`src/lirm_consts.vh`:
```
/*
  Constants for the line input to ADC mixer routing register block.
  Assumes inclusion by bare name from any design file of the block.
*/
`ifndef LIRM_CONSTS_VH
`define LIRM_CONSTS_VH

// ************************************************************
// Register map (printed offsets are register indexes)
// ************************************************************
`define LIRM_IDX_RIGHT_TO_LEFT 8'h15
`define LIRM_IDX_RIGHT_TO_RIGHT 8'h16
`define LIRM_ADDR_W 10

// ************************************************************
// Field layout and reset values
// ************************************************************
`define LIRM_WIRING_BIT 7
`define LIRM_LEVEL_HI 6
`define LIRM_LEVEL_LO 3
`define LIRM_POWER_BIT 2
`define LIRM_STEP_HI 1
`define LIRM_STEP_LO 0
`define LIRM_LEVEL_MAX 4'h8
`define LIRM_LEVEL_OFF 4'hF
`define LIRM_RST_LEFT 8'h78
`define LIRM_RST_RIGHT 8'h78
`define LIRM_STEP_ONE 2'h0
`define LIRM_STEP_TWO 2'h1

// ************************************************************
// Gain register width and reset
// ************************************************************
`define LIRM_GAIN_W 7
`define LIRM_GAIN_RST 7'h00

`endif

```
`src/lirm_soft_step.v`:
```
/*
  Soft-stepping engine for the right ADC gain.
  Assumes a one-cycle sample-rate pulse synchronous to core_clk.
*/
`timescale 1ns/100ps
`default_nettype none
`include "lirm_consts.vh"

module lirm_soft_step #(
  parameter GAIN_W = `LIRM_GAIN_W
) (
  input wire core_clk,
  input wire arst_n,
  input wire sample_tick,
  input wire [1:0] step_mode,
  input wire [GAIN_W-1:0] gain_target,
  output reg [GAIN_W-1:0] gain_applied
);

  reg half;
  wire step_en;

  // In two-period mode only every second sample pulse moves the gain.
  assign step_en = sample_tick &&
    ((step_mode == `LIRM_STEP_ONE) ||
     (step_mode == `LIRM_STEP_TWO && half));

  always @(posedge core_clk or negedge arst_n) begin
    if (!arst_n) begin
      half <= 1'b0;
      gain_applied <= `LIRM_GAIN_RST;
    end else begin
      if (sample_tick) begin
        half <= ~half;
      end
      if (step_mode[1]) begin
        gain_applied <= gain_target;
      end else if (step_en && gain_applied < gain_target) begin
        gain_applied <= gain_applied + 1'b1;
      end else if (step_en && gain_applied > gain_target) begin
        gain_applied <= gain_applied - 1'b1;
      end
    end
  end

endmodule
`default_nettype wire

```
`src/lirm_routing_regs.v`:
```
/*
  Routing registers for the right line input into the left and right ADC
  mixers, reached over Avalon-MM with waitrequest.
  Assumes a synchronous master and a one-cycle sample-rate pulse input.
*/
`timescale 1ns/100ps
`default_nettype none
`include "lirm_consts.vh"

// Contract
// - Bit 7 of each routing register selects single-ended (0) or fully differential (1) wiring, reset 0.
// - Level bits 6 to 3 give 0 dB at code 0 and 1.5 dB more attenuation per code up to code 8.
// - Level code 15 disconnects the input from that mixer and is the reset value.
// - Any valid attenuation code connects the input to the mixer with no other control.
// - Bits 2 to 0 of the left-path register are read-only zero, and software writes zeros.
// - Bit 2 of the right-path register powers the right ADC channel, reset powered down.
// - Bits 1 to 0 of the right-path register step gain per sample, per two samples, or not at all.
module lirm_routing_regs #(
  parameter GAIN_W = `LIRM_GAIN_W
) (
  input wire core_clk,
  input wire arst_n,
  input wire [`LIRM_ADDR_W-1:0] avs_address,
  input wire avs_read,
  input wire avs_write,
  input wire [31:0] avs_writedata,
  input wire [3:0] avs_byteenable,
  output reg [31:0] avs_readdata,
  output wire avs_waitrequest,
  output reg [1:0] avs_response,
  input wire sample_tick,
  input wire [GAIN_W-1:0] right_gain_target,
  output wire [GAIN_W-1:0] right_gain_applied,
  output wire left_mix_wiring_diff,
  output wire left_mix_connect,
  output wire [3:0] left_mix_atten,
  output wire right_mix_wiring_diff,
  output wire right_mix_connect,
  output wire [3:0] right_mix_atten,
  output wire right_adc_power_up
);

  // ************************************************************
  // Register storage
  // ************************************************************
  reg [7:0] line_in_right_to_left_adc_mix;
  reg [7:0] line_in_right_to_right_adc_mix;
  reg [7:0] next_left;
  reg [7:0] next_right;
  reg left_connect;
  reg right_connect;
  reg state;
  reg next_state;
  reg [31:0] next_readdata;
  reg [1:0] next_response;
  wire sel_left;
  wire sel_right;
  wire req;
  wire start;
  wire take;
  wire wr_accept;

  // ************************************************************
  // Bus answer states and response codes
  // ************************************************************
  // Response codes follow the usual Avalon meanings.
  localparam ST_IDLE = 1'b0;
  localparam ST_ANSWER = 1'b1;
  localparam RESP_OK = 2'h0;
  localparam RESP_SLVERR = 2'h2;

  // Level code is a usable attenuation when it is 0 to 8.
  function level_valid;
    input [3:0] code;
    begin
      level_valid = (code <= `LIRM_LEVEL_MAX);
    end
  endfunction

  // A register answers only at its own word; a byte offset inside the
  // word is refused rather than aliased.
  function index_hit;
    input [`LIRM_ADDR_W-1:0] addr;
    input [7:0] index;
    begin
      index_hit = (addr[1:0] == 2'h0) && (addr[9:2] == index);
    end
  endfunction

  // Level field of a routing register.
  function [3:0] level_of;
    input [7:0] value;
    begin
      level_of = value[`LIRM_LEVEL_HI:`LIRM_LEVEL_LO];
    end
  endfunction

  // Word address carries the register index.
  assign sel_left = index_hit(avs_address, `LIRM_IDX_RIGHT_TO_LEFT);
  assign sel_right = index_hit(avs_address, `LIRM_IDX_RIGHT_TO_RIGHT);
  assign req = avs_read || avs_write;
  assign start = req && (state == ST_IDLE);
  assign take = req && (state == ST_ANSWER);
  assign wr_accept = take && avs_write && avs_byteenable[0];

  // ************************************************************
  // Bus handshake
  // ************************************************************
  // Every access waits one cycle so read data comes from flip-flops.
  // The answer state lasts one cycle, so a master that keeps its request
  // up is simply taken again as a new access.
  assign avs_waitrequest = start;

  always @* begin
    next_state = state;
    case (state)
      ST_IDLE: begin
        if (req) begin
          next_state = ST_ANSWER;
        end
      end
      ST_ANSWER: begin
        next_state = ST_IDLE;
      end
      default: begin
        next_state = ST_IDLE;
      end
    endcase
  end

  always @* begin
    next_readdata = 32'h0000_0000;
    next_response = RESP_OK;
    if (sel_left) begin
      next_readdata = {24'h00_0000, line_in_right_to_left_adc_mix};
    end else if (sel_right) begin
      next_readdata = {24'h00_0000, line_in_right_to_right_adc_mix};
    end else begin
      next_response = RESP_SLVERR;
    end
  end

  always @(posedge core_clk or negedge arst_n) begin
    if (!arst_n) begin
      state <= ST_IDLE;
      avs_readdata <= 32'h0000_0000;
      avs_response <= RESP_OK;
    end else begin
      state <= next_state;
      if (start) begin
        avs_readdata <= avs_read ? next_readdata : 32'h0000_0000;
        avs_response <= next_response;
      end
    end
  end

  // ************************************************************
  // Register write path
  // ************************************************************
  // A write lands only at the edge that ends the answer cycle, the same
  // edge at which the master sees waitrequest low.
  always @* begin
    next_left = line_in_right_to_left_adc_mix;
    next_right = line_in_right_to_right_adc_mix;
    if (wr_accept && sel_left) begin
      // Low three bits stay zero whatever is written.
      next_left = {avs_writedata[7:3], 3'h0};
    end
    if (wr_accept && sel_right) begin
      next_right = avs_writedata[7:0];
    end
  end

  // The connect flags are kept in flip-flops beside the fields they
  // decode, so the mixers never see a decode glitch.
  always @(posedge core_clk or negedge arst_n) begin
    if (!arst_n) begin
      line_in_right_to_left_adc_mix <= `LIRM_RST_LEFT;
      line_in_right_to_right_adc_mix <= `LIRM_RST_RIGHT;
      // The reset level code disconnects both mixers.
      left_connect <= 1'b0;
      right_connect <= 1'b0;
    end else begin
      line_in_right_to_left_adc_mix <= next_left;
      line_in_right_to_right_adc_mix <= next_right;
      left_connect <= level_valid(level_of(next_left));
      right_connect <= level_valid(level_of(next_right));
    end
  end

  // ************************************************************
  // Mixer routing outputs
  // ************************************************************
  // Reserved codes 9 to 14 are treated as disconnected so a bad write
  // can never drive the mixer at an undefined level.
  assign left_mix_wiring_diff =
    line_in_right_to_left_adc_mix[`LIRM_WIRING_BIT];
  assign left_mix_atten = line_in_right_to_left_adc_mix[6:3];
  assign left_mix_connect = left_connect;
  assign right_mix_wiring_diff =
    line_in_right_to_right_adc_mix[`LIRM_WIRING_BIT];
  assign right_mix_atten = line_in_right_to_right_adc_mix[6:3];
  assign right_mix_connect = right_connect;
  assign right_adc_power_up =
    line_in_right_to_right_adc_mix[`LIRM_POWER_BIT];

  // ************************************************************
  // Right ADC gain soft-stepping
  // ************************************************************
  lirm_soft_step #(
    .GAIN_W(GAIN_W)
  ) u_step (
    .core_clk(core_clk),
    .arst_n(arst_n),
    .sample_tick(sample_tick),
    .step_mode(line_in_right_to_right_adc_mix[1:0]),
    .gain_target(right_gain_target),
    .gain_applied(right_gain_applied)
  );

endmodule
`default_nettype wire

```
`config.mk`:
```
export PLATFORM = sky130hd
export DESIGN_NAME = lirm_routing_regs
export DESIGN_NICKNAME = d
export VERILOG_FILES = /design/src/lirm_soft_step.v /design/src/lirm_routing_regs.v
export VERILOG_INCLUDE_DIRS = /design/src
export SDC_FILE = /design/constraint.sdc
export NUM_CORES = 1
export LEC_CHECK = 0
export BUFFER_PORTS_ARGS = -buffer_cell sky130_fd_sc_hd__buf_2
export CAP_MARGIN = 40
export CORE_ASPECT_RATIO = 0.9
export CORE_MARGIN = 5
export CORE_UTILIZATION = 48
export CTS_CLUSTER_SIZE = 10
export DETAILED_ROUTE_END_ITERATION = 10
export GPL_ROUTABILITY_DRIVEN = 0
export GPL_TIMING_DRIVEN = 0
export PLACE_DENSITY = 0.85
export SYNTH_ARGS = -nofsm -noshare
export SYNTH_HDL_FRONTEND = slang
export SYNTH_SLANG_ARGS = --single-unit
```
`constraint.sdc`:
```
create_clock -name core_clk -period 10.05 [get_ports core_clk]
set_clock_uncertainty 0.1 [all_clocks]
set_input_delay 1.005 -clock core_clk [delete_from_list [all_inputs] [get_ports core_clk]]
set_output_delay 1.005 -clock core_clk [all_outputs]
set_load 0.02 [all_outputs]
```
==> results.yml <==
clock_tree:
  clock_path_buffers: 2
  clkTransAtPathRegs_ns: 0.07
  cts_buffers: 5
  post_cts.repair.setup_buffers: 0
  htreeDepth: 2
  cts_tree: "yes"
  clk_latency_ns: 0.28
  cts-resized-gates: 0
  cts_root_buf: "clkbuf_8"
  cts.sinks: 33
  postCtsHoldBufs: 0
sta:
  hold_viol: 0
  rsz0062_at_grt: "false"
  tns_ns: 0
  worst_pin_slew_ns: 0.7281
  fin_crit_sh_pct: 38.85
  fmax_mhz: 256.1
  relSlewSlack_pct: 51.46
  period_needed_ns: 3.904
  setup_viol: 0
  whs_ns: 0.3939
  slew_violations: 0
floorplan:
  fp.dieH_um: 72.54
  start_util_pct: 50.52
  rows: 22
  core_area_um2: 4129
  die_w_um: 79.49
  die_area_um2: 5765
  pin_count: 113
synth:
  synth_cell_types: 45
  synth_top_flop_cell: "dfrtp_1"
  yosysTopAreaCell: "dfrtp_1"
  synth_area_per_cell_um2: 10.92
  synth_top_cell_area_share_pct: 29.99
  ys_warn_count: 0
  seq_area_frac_synth_pct: 40.07
  ys_ff_latch: 33
  synth_edf_count: 0
  syn_area_um2: 2086
  synthTopCellsByArea: "dfrtp_1 (30%), buf_4 (10%), dfstp_2 (10%), ha_1 (7.2%), mux2_2 (5.9%)"
  synth-async-reset-ratio_pct: 100.0
  synth.most_common_cell: "buf_4"
  postSynthCellCount: 191
  synth_common_cells: "buf_4 (29), dfrtp_1 (25), ha_1 (12), mux2_2 (11)"
pwr:
  pwr_density_cell_nw_per_um2: 221.1
  ir_drop_uv: 148.2
  leakagePower_nw: 1.420
critical_path:
  critPathBufInv: 3
  crit_family: "compound AO/OA/AOI/OAI gates"
  max_stage_delay_ns: 0.51
  critPathMaxFanout: 9
  required_ns: 10.12
  critical_path_class: "input pin to register"
  crit_path_cell_trace: "buf_2 > inv_1 > ha_1 > a21oi_1 > a21oi_1 > or4b_1 > buf_6 > fa_1 > a211oi_1 > o21bai_1 > a221o_1 > mux2i_1 > and3_1 > nor3_2"
  endpoint_kind: "register"
  critPathLaunchType: "input pin"
  slowest_stage: "or4b_1"
  path_common_cell: "a21oi_1"
  arrival_ns: 3.97
layout:
  multiInputGateArea_um2: 1046
  final_nets: 353
  syn_to_final_growth_pct: 27.17
  regArea_um2: 835.8
  nFillCells: 357
  layout-drive-gt1-share_pct: 46.29
  antenna_cells: 0
placement:
  port_buffers: 60
  dpl.hpwl_um: 3756
global_route:
  grt_first_pass_wirelength_um: 7486
  grt_pass1_vias: 1572
  grt_start_max_net_pins: 34
  grtUsageTotal_pct: 16.65
  overflow: 0
  antenna_found_initial: 0
detailed_routing:
  drt_iter0_markers: 57
  drc: 0
  via_per_inst: 5.018
  drt-total-wl_um: 4777
  wl_per_cell_um: 14.43
  antenna_left: 0
  num_vias: 1661
  first_pass_iters: 4
flow_run:
  cap_viol_max_count: 0
status:
  status: "complete, no violations"
hold_path:
  hold_class: "register to register"
-- flip-flops by register name (all words and copies together), names as in the netlist --
name,count
line_in_right_to_right_adc_mix,8
right_mix_connect,1
state,1
avs_response,1
u_step.gain_applied,7
avs_readdata,8
left_mix_connect,1
u_step.half,1
line_in_right_to_left_adc_mix,5
-- stage by stage --
stage / total power, mW / utilization, % / setup slack, ns / area, µm² / std cells
floorplan: 0.3936 / - / 6.225 / 2176 / 215
global placement: 0.4456 / 61.42 / 5.950 / 2536 / 323
detailed placement: 0.4566 / 61.42 / 5.913 / 2536 / 323
CTS: 0.5877 / 64.24 / 6.165 / 2653 / 331
global route: 0.6278 / 64.24 / 5.934 / 2653 / 331
finish: 0.5865 / 64.24 / 6.146 / 2653 / 331
-- cell families after synthesis --
logic type	after synthesis	synth area share (%)
compound gates	47	16.56
xor+xnor	4	1.680
fa+ha+maj	13	8.158
buf+inv	44	14.10
flops	33	40.07
mux	17	9.778
other cells	1	0.1798
simple gates	32	9.478
-- worst paths after layout --
path	slack, ns	start	cells after the start	end
max	6.15	right_gain_target[2]	14	u_step.gain_applied[6]$_DFFE_PN0P_
min	0.39	u_step.half$_DFFE_PN0P_	1	u_step.half$_DFFE_PN0P_
max reg2reg	6.58	u_step.gain_applied[2]$_DFFE_PN0P_	12	u_step.gain_applied[6]$_DFFE_PN0P_
min reg2reg	0.39	u_step.half$_DFFE_PN0P_	1	u_step.half$_DFFE_PN0P_
max in group asynchronous	8.70	arst_n	1	line_in_right_to_right_adc_mix[0]$_DFFE_PN0P_
min in group asynchronous	0.68	arst_n	1	avs_readdata[7]$_DFFE_PN0P_
-- power by group --
part / internal, mW / total [mW] / switching (mW)
combinational: 0.132 / 0.283 / 0.151
sequential: 0.153 / 0.176 / 0.0231
clock: 0.0808 / 0.128 / 0.0470
total: 0.365 / 0.587 / 0.221
-- worst register-to-register path, delay by kind of cell, from the launching register on --
kind            cells  cell delay, ns
flops               1            0.42
simple gates        3            0.73
mux                 1            0.12
buf+inv             1            0.17
fa+ha+maj           2            0.77
compound gates      5            1.04
-- per-layer routing --
metal	vias up	track usage, %	routed length (µm)
met5	-	0	0
met4	0	4.580	60
met3	5	4.715	354
met2	57	26.97	2325
met1	779	21.84	2036
li1	820	-	-
-- cells in the final DEF (no fill, tap or decap), types with 3 or more instances in the layout --
cell type / n
a211oi_1: 4
a21oi_1: 9
a22o_1: 10
a32o_1: 3
buf_2: 61
buf_4: 29
clkbuf_1: 3
clkbuf_8: 6
conb_1: 25
dfrtp_1: 25
dfstp_2: 8
ha_1: 12
inv_1: 10
mux2_2: 11
mux2_4: 4
nand2_1: 6
nor2_1: 9
o21ai_0: 8
o21bai_1: 3
xnor2_1: 3
-- final cells by class --
cell class,count,share of cell area [%]
plain buffers,34,9.670
clock buffers,7,3.255
clock inverters,1,1.132
inverters,10,1.415
multi-input cells,138,39.43
flip-flops and latches,33,31.51
well taps,48,2.264
repair buffers,60,11.32
Note: power is estimated with default switching activity, not from simulation.
